<file path="src/hw/spp_pkg.sv">
// constants for the sequential port pointer control block
// assumes one clock; command selector values come from random-port a[2:0]
// Summary of operation
// - selected write on clock edge stores bus word; pointer moves only if enabled
// - deselected port neither reads nor writes, bus floats, pointer may advance
// - a write ends on the edge where direction or select is high
// - enabled count advances the pointer before that cycle's operation
// - load captures low twelve bus bits, pointer takes them next cycle
// - during load and the following cycle count enable is ignored
// - a jump input loads that buffer's start address in one cycle
// - read data ready one edge after jump, two edges after load
// - load and jump act regardless of select, count enable and direction
// - reset clears control state at once, without the clock
// - reset gives pointer 0, flags high, chaining, buffer one 0..4095
// - command uses address bits 2:0 and data bits 11:0 only
// - selectors 0..3 reach the four buffer limits; direction 0 writes
// - selector 4 writes or reads the flow control register
// - command write to selector 5 clears chosen end flags
// - command read of selector 5 returns flag status; 6 and 7 reserved
// - command needs command select low and chip select high
// - pointer at buffer end sets flag; chaining jumps, stop halts writes
// - zero in flag bit 0 or 1 clears that flag, one leaves it
// - a reserved selector read returns all ones
package spp_pkg;
    localparam int SPP_ADDR_W = 12;
    localparam int SPP_DATA_W = 16;
    // command selectors
    localparam logic [2:0] SPP_SEL_B1_START = 3'h0;
    localparam logic [2:0] SPP_SEL_B1_END = 3'h1;
    localparam logic [2:0] SPP_SEL_B2_START = 3'h2;
    localparam logic [2:0] SPP_SEL_B2_END = 3'h3;
    localparam logic [2:0] SPP_SEL_FLOW = 3'h4;
    localparam logic [2:0] SPP_SEL_FLAGS = 3'h5;
    // field positions
    localparam int SPP_FLOW_B1_LSB = 0;
    localparam int SPP_FLOW_B2_LSB = 2;
    localparam int SPP_FLOW_RELEASE_BIT = 4;
    localparam int SPP_FLAG_ONE_BIT = 0;
    localparam int SPP_FLAG_TWO_BIT = 1;
    // reset values
    localparam logic [11:0] SPP_PTR_RST = 12'h000;
    localparam logic [11:0] SPP_B1_START_RST = 12'h000;
    localparam logic [11:0] SPP_B1_END_RST = 12'hfff;
    localparam logic [11:0] SPP_B2_START_RST = 12'h000;
    localparam logic [11:0] SPP_B2_END_RST = 12'h000;
    localparam logic [3:0] SPP_FLOW_RST = 4'h0;
    localparam logic [15:0] SPP_RSVD_RDATA = 16'hffff;
    typedef enum logic [1:0] {
        SPP_FLOW_CHAIN = 2'b00,
        SPP_FLOW_STOP = 2'b01
    } spp_flow_t;
endpackage

</file>
<file path="src/hw/spp_pointer_ctrl.sv">
// sequential port pointer, buffer limits, flow modes and command access
// assumes all inputs except rst synchronous to mclk; reads of the array live elsewhere
`timescale 1ns/1ps
module spp_pointer_ctrl
    import spp_pkg::*;
#(
    parameter int ADDR_W = SPP_ADDR_W,
    parameter int DATA_W = SPP_DATA_W
) (
    input wire logic mclk,
    input wire logic rst,
    input wire logic seq_port_select_n,
    input wire logic count_advance_enable_n,
    input wire logic seq_direction,
    input wire logic pointer_load_n,
    input wire logic jump_start_one_n,
    input wire logic jump_start_two_n,
    input wire logic [DATA_W-1:0] seq_din,
    output logic seq_doe_n,
    output logic seq_wr_ready,
    output logic end_flag_one_n,
    output logic end_flag_two_n,
    output logic read_ready,
    output logic [ADDR_W-1:0] pointer,
    input wire logic cmd_sel_n,
    input wire logic chip_sel_n,
    input wire logic rand_rw,
    input wire logic [ADDR_W-1:0] rand_addr,
    input wire logic [DATA_W-1:0] rand_din,
    output logic [DATA_W-1:0] rand_dout,
    output logic rand_doe_n,
    output logic mem_wr_valid,
    input wire logic mem_wr_ready,
    output logic [ADDR_W-1:0] mem_wr_addr,
    output logic [DATA_W-1:0] mem_wr_data
);
    localparam int BW = ADDR_W + DATA_W;

    logic [ADDR_W-1:0] ptr_reg, ptr_next, stage_reg;
    logic [ADDR_W-1:0] b1_start_reg, b1_end_reg, b2_start_reg, b2_end_reg;
    logic [3:0] flow_reg;
    logic load_pend_reg, stopped_reg, read_ready_reg;
    logic end_flag_one_reg, end_flag_two_reg;
    logic [DATA_W-1:0] rand_dout_reg;
    logic rand_doe_n_reg;
    logic wr_ready;
    logic [BW-1:0] mem_word;

    // pointer control decode
    wire quiet = !load_pend_reg && pointer_load_n && jump_start_one_n
        && jump_start_two_n;
    wire wr_try = !seq_port_select_n && !seq_direction && !stopped_reg;
    wire stall = wr_try && !wr_ready;
    wire adv_req = quiet && !count_advance_enable_n && !stopped_reg && !stall;
    wire [1:0] flow1 = flow_reg[SPP_FLOW_B1_LSB +: 2];
    wire [1:0] flow2 = flow_reg[SPP_FLOW_B2_LSB +: 2];
    wire at_end1 = ptr_reg == b1_end_reg;
    wire at_end2 = ptr_reg == b2_end_reg;
    wire chain1 = at_end1 && flow1 == SPP_FLOW_CHAIN;
    wire chain2 = at_end2 && flow2 == SPP_FLOW_CHAIN;
    wire stop_hit = adv_req && ((at_end1 && flow1 == SPP_FLOW_STOP)
        || (at_end2 && flow2 == SPP_FLOW_STOP));
    // equal ends chain back to buffer one
    wire [ADDR_W-1:0] ptr_adv = chain2 ? b1_start_reg :
        chain1 ? b2_start_reg : ptr_reg + 1'b1;
    wire moved = load_pend_reg || !jump_start_one_n || !jump_start_two_n
        || adv_req;
    // load and jump ignore select, count enable and direction
    assign ptr_next = load_pend_reg ? stage_reg :
        !jump_start_one_n ? b1_start_reg :
        !jump_start_two_n ? b2_start_reg :
        adv_req ? ptr_adv : ptr_reg;

    // command decode; address bits above 2 and data above 11 ignored
    wire cmd_act = !cmd_sel_n && chip_sel_n;
    wire cmd_wr = cmd_act && !rand_rw;
    wire cmd_rd = cmd_act && rand_rw;
    wire [2:0] sel = rand_addr[2:0];
    wire [ADDR_W-1:0] cmd_val = rand_din[ADDR_W-1:0];
    wire flag_wr = cmd_wr && sel == SPP_SEL_FLAGS;
    wire clr1 = flag_wr && !rand_din[SPP_FLAG_ONE_BIT];
    wire clr2 = flag_wr && !rand_din[SPP_FLAG_TWO_BIT];
    wire set1 = moved && ptr_next == b1_end_reg;
    wire set2 = moved && ptr_next == b2_end_reg;
    wire release_wr = cmd_wr && sel == SPP_SEL_FLOW
        && !rand_din[SPP_FLOW_RELEASE_BIT];
    wire [DATA_W-ADDR_W-1:0] pad_lim = '0;
    wire [DATA_W-1:0] rd_b1s = {pad_lim, b1_start_reg};
    wire [DATA_W-1:0] rd_b1e = {pad_lim, b1_end_reg};
    wire [DATA_W-1:0] rd_b2s = {pad_lim, b2_start_reg};
    wire [DATA_W-1:0] rd_b2e = {pad_lim, b2_end_reg};
    wire [DATA_W-1:0] rd_flow = {{(DATA_W-5){1'b0}}, stopped_reg, flow_reg};
    wire [DATA_W-1:0] rd_flags = {{(DATA_W-2){1'b0}},
        !end_flag_two_reg, !end_flag_one_reg};
    // read select; reserved selectors answer all ones
    wire [DATA_W-1:0] cmd_rdata =
        sel == SPP_SEL_B1_START ? rd_b1s :
        sel == SPP_SEL_B1_END ? rd_b1e :
        sel == SPP_SEL_B2_START ? rd_b2s :
        sel == SPP_SEL_B2_END ? rd_b2e :
        sel == SPP_SEL_FLOW ? rd_flow :
        sel == SPP_SEL_FLAGS ? rd_flags :
        SPP_RSVD_RDATA[DATA_W-1:0];

    // a write takes the already advanced address when counting
    wire wr_push = wr_try && wr_ready;
    wire [ADDR_W-1:0] wr_addr = adv_req ? ptr_adv : ptr_reg;

    // stall keeps a refused word from being skipped by the pointer
    spp_wr_buffer #(
        .WIDTH(BW)
    ) u_wr_buffer (
        .mclk(mclk),
        .rst(rst),
        .in_valid(wr_push),
        .in_ready(wr_ready),
        .in_data({wr_addr, seq_din}),
        .out_valid(mem_wr_valid),
        .out_ready(mem_wr_ready),
        .out_data(mem_word)
    );
    assign mem_wr_addr = mem_word[BW-1:DATA_W];
    assign mem_wr_data = mem_word[DATA_W-1:0];
    assign seq_wr_ready = wr_ready;

    // pointer, staging and stop state; async clear
    always_ff @(posedge mclk or posedge rst) begin
        if (rst) begin
            ptr_reg <= SPP_PTR_RST[ADDR_W-1:0];
            stage_reg <= SPP_PTR_RST[ADDR_W-1:0];
            load_pend_reg <= 1'b0;
            stopped_reg <= 1'b0;
            read_ready_reg <= 1'b1;
        end else begin
            ptr_reg <= ptr_next;
            load_pend_reg <= !pointer_load_n;
            if (!pointer_load_n) begin
                stage_reg <= seq_din[ADDR_W-1:0];
            end
            // load data lags a jump by one edge
            read_ready_reg <= pointer_load_n;
            // a stop that lands in the same cycle as a release wins
            if (stop_hit) begin
                stopped_reg <= 1'b1;
            end else if (release_wr || !quiet) begin
                stopped_reg <= 1'b0;
            end
        end
    end

    // end flags, active low; hardware set wins over a clear
    always_ff @(posedge mclk or posedge rst) begin
        if (rst) begin
            end_flag_one_reg <= 1'b1;
            end_flag_two_reg <= 1'b1;
        end else begin
            end_flag_one_reg <= set1 ? 1'b0 : (clr1 ? 1'b1 : end_flag_one_reg);
            end_flag_two_reg <= set2 ? 1'b0 : (clr2 ? 1'b1 : end_flag_two_reg);
        end
    end

    // buffer limits and flow modes written from the command port
    always_ff @(posedge mclk or posedge rst) begin
        if (rst) begin
            b1_start_reg <= SPP_B1_START_RST[ADDR_W-1:0];
            b1_end_reg <= SPP_B1_END_RST[ADDR_W-1:0];
            b2_start_reg <= SPP_B2_START_RST[ADDR_W-1:0];
            b2_end_reg <= SPP_B2_END_RST[ADDR_W-1:0];
            flow_reg <= SPP_FLOW_RST;
        end else if (cmd_wr) begin
            if (sel == SPP_SEL_B1_START) b1_start_reg <= cmd_val;
            if (sel == SPP_SEL_B1_END) b1_end_reg <= cmd_val;
            if (sel == SPP_SEL_B2_START) b2_start_reg <= cmd_val;
            if (sel == SPP_SEL_B2_END) b2_end_reg <= cmd_val;
            if (sel == SPP_SEL_FLOW) flow_reg <= rand_din[3:0];
        end
    end

    // command read data and random-port drive enable (low drives)
    always_ff @(posedge mclk or posedge rst) begin
        if (rst) begin
            rand_dout_reg <= '0;
            rand_doe_n_reg <= 1'b1;
        end else begin
            rand_doe_n_reg <= !cmd_rd;
            if (cmd_rd) begin
                rand_dout_reg <= cmd_rdata;
            end
        end
    end

    // reads are handled outside, so the sequential bus never drives here
    assign seq_doe_n = 1'b1;
    assign end_flag_one_n = end_flag_one_reg;
    assign end_flag_two_n = end_flag_two_reg;
    assign read_ready = read_ready_reg;
    assign pointer = ptr_reg;
    assign rand_dout = rand_dout_reg;
    assign rand_doe_n = rand_doe_n_reg;
endmodule

</file>
<file path="src/hw/spp_wr_buffer.sv">
// two-entry write buffer between the sequential port and the memory array
// assumes the memory side may hold off with out_ready low at any time
`timescale 1ns/1ps
module spp_wr_buffer
    import spp_pkg::*;
#(
    parameter int WIDTH = 28
) (
    input wire logic mclk,
    input wire logic rst,
    input wire logic in_valid,
    output logic in_ready,
    input wire logic [WIDTH-1:0] in_data,
    output logic out_valid,
    input wire logic out_ready,
    output logic [WIDTH-1:0] out_data
);
    logic head_valid_reg;
    logic tail_valid_reg;
    logic [WIDTH-1:0] head_reg;
    logic [WIDTH-1:0] tail_reg;
    logic push;
    logic pop;

    // ready is the tail being empty, a flop, so no path from out_ready
    assign in_ready = !tail_valid_reg;
    assign out_valid = head_valid_reg;
    assign out_data = head_reg;
    assign push = in_valid && !tail_valid_reg;
    assign pop = head_valid_reg && out_ready;

    // head always holds the oldest word; tail only fills when head is busy
    always_ff @(posedge mclk or posedge rst) begin
        if (rst) begin
            head_valid_reg <= 1'b0;
            tail_valid_reg <= 1'b0;
            head_reg <= '0;
            tail_reg <= '0;
        end else if (pop && tail_valid_reg) begin
            head_reg <= tail_reg;
            tail_valid_reg <= push;
            if (push) begin
                tail_reg <= in_data;
            end
        end else if (pop) begin
            head_valid_reg <= push;
            if (push) begin
                head_reg <= in_data;
            end
        end else if (push && !head_valid_reg) begin
            head_valid_reg <= 1'b1;
            head_reg <= in_data;
        end else if (push) begin
            tail_valid_reg <= 1'b1;
            tail_reg <= in_data;
        end
    end
endmodule

</file>
<file path="config.mk">
export PLATFORM = sky130hd
export DESIGN_NAME = spp_pointer_ctrl
export DESIGN_NICKNAME = d
export VERILOG_FILES = /design/src/hw/spp_pkg.sv /design/src/hw/spp_pointer_ctrl.sv /design/src/hw/spp_wr_buffer.sv
export SDC_FILE = /design/constraint.sdc
export NUM_CORES = 1
export LEC_CHECK = 0
export BUFFER_PORTS_ARGS = -buffer_cell sky130_fd_sc_hd__buf_2
export CAP_MARGIN = 15
export CORE_UTILIZATION = 63
export CTS_CLUSTER_SIZE = 8
export DETAILED_ROUTE_END_ITERATION = 8
export PLACE_DENSITY = 0.86
export SLEW_MARGIN = 20
export SYNTH_ARGS = -nofsm -noshare
export SYNTH_HDL_FRONTEND = slang
export SYNTH_SLANG_ARGS = --single-unit
</file>
<file path="constraint.sdc">
create_clock -name mclk -period 12.3 [get_ports mclk]
set_input_delay 1.23 -clock mclk [delete_from_list [all_inputs] [get_ports mclk]]
set_output_delay 1.23 -clock mclk [all_outputs]
set_load 0.1 [all_outputs]
</file>
# Word level (Yosys, flattened, before mapping)
# Index checks and enable logic that the tools add are counted.
op_classes:
  add_sub_neg: 1
  n_eq_ne: 14
  n_mux: 32
  bitwise: 1
  reduce_logical: 72
ops:
  columns: ["cell", "count"]
  rows:
  - ["two-way mux 28 bit", 8]
  - ["two-way mux 16 bit", 6]
  - ["two-way mux 12 bit", 6]
  - ["equality test 12 bit", 4]
  - ["logical AND 1 bit", 29]
  - ["logical NOT 1 bit", 20]
  - ["AND reduction 2 bit", 8]
  - ["adder 12 x 1 -> 12 bit (second input constant)", 1]
  - ["two-way mux 1 bit", 12]
  - ["nonzero test 2 bit", 5]
  - ["equality test 3 x 2 -> 1 bit (second input constant)", 2]
  - ["equality test 3 bit (second input constant)", 2]
  - ["logical OR 1 bit", 5]
  - ["equality test 2 x 1 -> 1 bit (second input constant)", 2]
  - ["logical NOT 2 bit", 2]
  - ["equality test 3 x 1 -> 1 bit (second input constant)", 1]
  - ["logical NOT 3 bit", 1]
  - ["inequality test 3 x 2 -> 1 bit (second input constant)", 1]
  - ["AND reduction 3 bit", 1]
  - ["nonzero test 3 bit", 1]
  - ["inequality test 2 x 1 -> 1 bit (second input constant)", 1]
  - ["inequality test 2 bit (second input constant)", 1]
  - ["NOT 1 bit", 1]
totals:
  register_bits: 156
  inputBits: 56
  output_inout_bits: 63

# Logic depth before layout (Yosys ltp)
depth:
  word_depth: 14
  mapped_depth: 13

# Hierarchy
# A second synthesis with hierarchy kept.
hier_totals:
  cells_unflattened: 887
  area_unflattened_um2: 8986.1
modules_own_cells:
  columns: ["module", "n_inst", "cells_per_inst", "area_per_inst_um2", "seq_area_each_um2"]
  rows:
  - ["spp_pointer_ctrl", 1, 706, 6459.9, 2397.3]
  - ["spp_wr_buffer", 1, 181, 2526.2, 1451.4]

# Least setup slack after synthesis
# No wires, ideal clock.
synth_timing:
  kind: "input to register"
  startpoint: "input port jump_start_two_n"
  endpoint: "register end_flag_one_reg (netlist: end_flag_one_n)"
  setup_ns: 0.083
  arrival_time_ns: 3.416
  required_time_ns: 12.217
  slack_ns: 8.801
  stages: 11
  n_path_buf: 3
  path_cell_list: "clkbuf_1 > and4b_1 > and3_1 > buf_2 > clkbuf_1 > nor2_1 > o211a_1 > or4_1 > o311ai_0 > a311oi_1 > a41oi_1"
synth_between:
  elab_chain_cells: 11
synth_lines:
  columns: ["item", "line", "source"]
  rows:
  - ["start: declaration", "spp_pointer_ctrl.sv:17", "input wire logic jump_start_two_n,"]
  - ["logical AND 1 bit", "spp_pointer_ctrl.sv:51", "&& jump_start_two_n;"]
  - ["logical AND 1 bit (3 in a row)", "spp_pointer_ctrl.sv:54", "wire adv_req = quiet && !count_advance_enable_n && !stopped_reg && !stall;"]
  - ["two-way mux 12 bit", "spp_pointer_ctrl.sv:72", "adv_req ? ptr_adv : ptr_reg;"]
  - ["two-way mux 12 bit", "spp_pointer_ctrl.sv:71", "!jump_start_two_n ? b2_start_reg :"]
  - ["two-way mux 12 bit", "spp_pointer_ctrl.sv:70", "!jump_start_one_n ? b1_start_reg :"]
  - ["two-way mux 12 bit", "spp_pointer_ctrl.sv:69", "assign ptr_next = load_pend_reg ? stage_reg :"]
  - ["equality test 12 bit", "spp_pointer_ctrl.sv:83", "wire set1 = moved && ptr_next == b1_end_reg;"]
  - ["logical AND 1 bit (*)", "spp_pointer_ctrl.sv:83", null]
  - ["two-way mux 1 bit / nonzero test 2 bit (equally long branches)", null, null]
  - ["end signal: assignment", "spp_pointer_ctrl.sv:157", "end_flag_one_reg <= set1 ? 1'b0 : (clr1 ? 1'b1 : end_flag_one_reg);"]
  - ["end: declaration", "spp_pointer_ctrl.sv:43", "logic end_flag_one_reg, end_flag_two_reg;"]
# Mark *: on every way between the ends. The rest lies on a longest branch, timed or not.
# A chain may end at the register's enable or synchronous reset.

# Worst setup path in the final report
layout_timing:
  startpoint: "input port jump_start_one_n"
  endpoint: "register end_flag_two_reg (netlist: end_flag_two_n)"
layout_between:
  elab_chain_cells: 12
layout_lines:
  columns: ["item", "line", "source"]
  rows:
  - ["start: declaration", "spp_pointer_ctrl.sv:16", "input wire logic jump_start_one_n,"]
  - ["logical AND 1 bit", "spp_pointer_ctrl.sv:50", "wire quiet = !load_pend_reg && pointer_load_n && jump_start_one_n"]
  - ["logical AND 1 bit", "spp_pointer_ctrl.sv:51", null]
  - ["logical AND 1 bit (3 in a row)", "spp_pointer_ctrl.sv:54", null]
  - ["two-way mux 12 bit", "spp_pointer_ctrl.sv:72", null]
  - ["two-way mux 12 bit", "spp_pointer_ctrl.sv:71", null]
  - ["two-way mux 12 bit", "spp_pointer_ctrl.sv:70", null]
  - ["two-way mux 12 bit", "spp_pointer_ctrl.sv:69", null]
  - ["equality test 12 bit", "spp_pointer_ctrl.sv:84", "wire set2 = moved && ptr_next == b2_end_reg;"]
  - ["logical AND 1 bit (*)", "spp_pointer_ctrl.sv:84", null]
  - ["two-way mux 1 bit / nonzero test 2 bit (equally long branches)", null, null]
  - ["end signal: assignment", "spp_pointer_ctrl.sv:158", "end_flag_two_reg <= set2 ? 1'b0 : (clr2 ? 1'b1 : end_flag_two_reg);"]
  - ["end: declaration", "spp_pointer_ctrl.sv:43", null]
# Marks and branches as above.

==> run_results.csv <==
group,metric,value,unit
clock_tree,cts_num_sinks,153,
power_and_ir_drop,comb_power_share,0.411,
layout,final-seq-area,0.00385,mm^2
logic_synthesis,netlist_area,0.00918,mm^2
logic_synthesis,yosys_warnings,0,
global_routing,grt_max_degree,78,
layout,syn_to_final_growth,11.9,%
setup_path,cp_num_buf_inv,2,
global_routing,grt_overflow,0,
floorplan,die_area,0.0151,mm^2
global_routing,antenna_found_initial,0,
run,cap_violations,0,
timing,setup_viol,0,
placed_design,io_buffers,104,
setup_path,path_cells,"buf_2, and4b_1, and3_1, buf_4, o21ai_1, a2111oi_0, o211ai_1, or4_1, a211oi_2, and4_1, a31oi_1",
clock_tree,clk_pin_slew,0.07,ns
timing,clock_skew,0.00940,ns
global_routing,busiest_layer,"met2",
power_and_ir_drop,peakVddDrop,0.209,mV
power_and_ir_drop,p_seq_frac,0.348,
logic_synthesis,avgSynthCellArea,9.54,um^2
layout,final_cell_mix,"dfrtp_1, buf_2, nor2_1, mux2_2, nand2_1",
layout,multi_input_area,0.00484,mm^2
min_path,hp-class,"flop to flop",
logic_synthesis,postSynth.asyncResetShare,1.00,
power_and_ir_drop,clkPwrFrac,0.241,
timing,fin_crit_sh,0.372,
timing,setup_ws,7.72,ns
global_routing,grt_use_met3,0.140,
clock_tree,cts_tree,"yes",
outcome,status,"finished, final reports clean",
clock_tree,cts_buffer_depth,2,
logic_synthesis,synth.distinct_cells,83,
logic_synthesis,synth_top_flop_cell,"dfrtp_1",
placed_design,hpwl,20.8,mm
placed_design,place_congestion,1.01,
logic_synthesis,synth_edf_count,0,
power_and_ir_drop,p_sw_frac,0.484,
setup_path,max_stage_delay,0.59,ns
layout,fin_nets,1067,
clock_tree,cts_resized,0,
setup_path,crit_path_top_delay_cell,"buf_2",
setup_path,crit_required,12.65,ns
power_and_ir_drop,cellPowerDensity,236,mW/mm^2
global_routing,track_usage,0.423,
routing,vias,8284,
routing,drc,0,
floorplan,coreArea,0.0140,mm^2
setup_path,crit_arrival,4.93,ns
routing,dr.pass1.iters,7,
floorplan,num_io_pins,119,
routing,wl_per_cell,25.2,um
floorplan,row_count,43,
layout,antennaDiodeCount,0,
timing,period_needed,4.58,ns
clock_tree,cts_post_setup_buffers_inserted,0,
routing,via_per_inst,6.89,
layout,final_common_cell,"dfrtp_1",
timing,max_slew_margin,0.304,
setup_path,crit_path_start_kind,"input pin",
setup_path,endpoint_kind,"flop",
setup_path,path_class,"input pin to flop",
logic_synthesis,syn-num-nets,1020,
timing,finalHoldViolCount,0,
layout,fin_cells,1203,
global_routing,grt_pass1_wl,45.8,mm
layout,fillCellCount,1049,
timing,rsz0062_at_grt,"false",
logic_synthesis,synth_cells,963,
clock_tree,cts_made_buffers,17,
clock_tree,cts_root_buffer,"clkbuf_16",
global_routing,use_met2,0.608,
timing,tns,0,ns
clock_tree,htreeDepth,4,
routing,detail-route-antenna-nets,0,
layout,drive_gt1_frac,0.259,
placed_design,place_inst,1171,
routing,drt_iter0_drc,1131,
placed_design,place_ws,7.44,ns
timing,worstMarginPinSlew,1.04,ns
setup_path,crit_family,"simple AND/OR/NAND/NOR gates",
power_and_ir_drop,p_int,1.25,mW
setup_path,path_max_fanout,40,
timing,max_clock_freq,0.218,GHz
power_and_ir_drop,p_leak,4.75,nW
global_routing,grt_pass1_vias,7783,
floorplan,die_height,123,um
clock_tree,ctsHoldBuffers,0,
logic_synthesis,ys_ff_latch,153,
clock_tree,clock_latency,0.44,ns
power_and_ir_drop,finalPower,2.42,mW
logic_synthesis,ys_seq_area_frac,0.419,
power_and_ir_drop,p_switching,1.17,mW
routing,wl,30.3,mm
global_routing,grt_use_met1,0.557,
floorplan,die_x,123,um
floorplan,initial_core_util,0.654,
timing,finalMaxSlewViolations,0,
[metrics by stage]
step	hold slack (ns)	util	cell area, um^2
finish	0.475	0.732	10300
global route	0.511	0.732	10300
CTS	0.479	0.732	10300
detailed placement	0.465	0.685	9620
global placement	0.456	0.685	9620
floorplan	0.448	-	9180
[cells in the mapped netlist (15+ instances only)]
master | number | area share
xor2_1 | 30 | 0.029
inv_1 | 37 | 0.015
nor2_1 | 87 | 0.036
xnor2_1 | 20 | 0.019
dfrtp_1 | 137 | 0.37
dfstp_2 | 16 | 0.046
mux2_2 | 80 | 0.098
nand2_1 | 77 | 0.031
o21ai_0 | 61 | 0.033
mux2i_1 | 45 | 0.049
o22ai_1 | 15 | 0.010
nand3_1 | 16 | 0.0087
clkbuf_1 | 54 | 0.022
a31oi_1 | 16 | 0.011
a21oi_1 | 68 | 0.037
[area by class of cell]
cell class,count,area share
Tap cell,180,0.0219
Multi-Input combinational cell,692,0.471
Timing Repair Buffer,109,0.0543
Sequential cell,153,0.375
Clock inverter,15,0.0222
Clock buffer,17,0.0414
Inverter,37,0.0140
[power by group through the flow]
stage               clock network, mW  logic, mW  registers, mW
finish                          0.584      0.996          0.842
detailed placement                  0      0.985          0.837
global route                    0.608       1.05          0.852
CTS                             0.587      0.991          0.830
floorplan                           0      0.404           1.19
global placement                    0      0.967          0.829
[logic make-up (layout without fill, tap and decap cells)]
| kind of cell | after synthesis | after routing | share of synthesized area |
|---|---|---|---|
| buffers and inverters | 118 | 178 | 0.0545 |
| adder cells (fa/ha/maj) | 1 | 1 | 0.00136 |
| XOR/XNOR | 50 | 50 | 0.0477 |
| other | 1 | 1 | 0.000408 |
| AND/OR/NAND/NOR | 254 | 254 | 0.133 |
| multiplexers | 133 | 133 | 0.164 |
| AO/OA/AOI/OAI | 253 | 253 | 0.180 |
| flip-flops | 153 | 153 | 0.419 |
[worst min-delay path, stage by stage (launching register included)]
cell and delay, ns:
dfrtp_1 0.34, nand2_1 0.04, o21ai_0 0.06
[layer usage]
layer  routed length (um)  share of wire
met1                11500           0.38
met2                13200           0.44
met3                 3900           0.13
met4                 1690          0.056
met5                    0              0
[worst paths after layout]
check	startpoint	end	slack, ns	cells after the start
min reg2reg	rand_dout[3]	rand_dout[3]	0.47	2
max in group asynchronous	rst	stage_reg[1]	10.00	3
max reg2reg	pointer[2]	end_flag_one_n	8.27	10
min in group asynchronous	rst	u_wr_buffer.out_data[21]	0.87	2
max	jump_start_one_n	end_flag_two_n	7.72	11
min	rand_dout[3]	rand_dout[3]	0.47	2
Power figures use the tool's default switching activity.
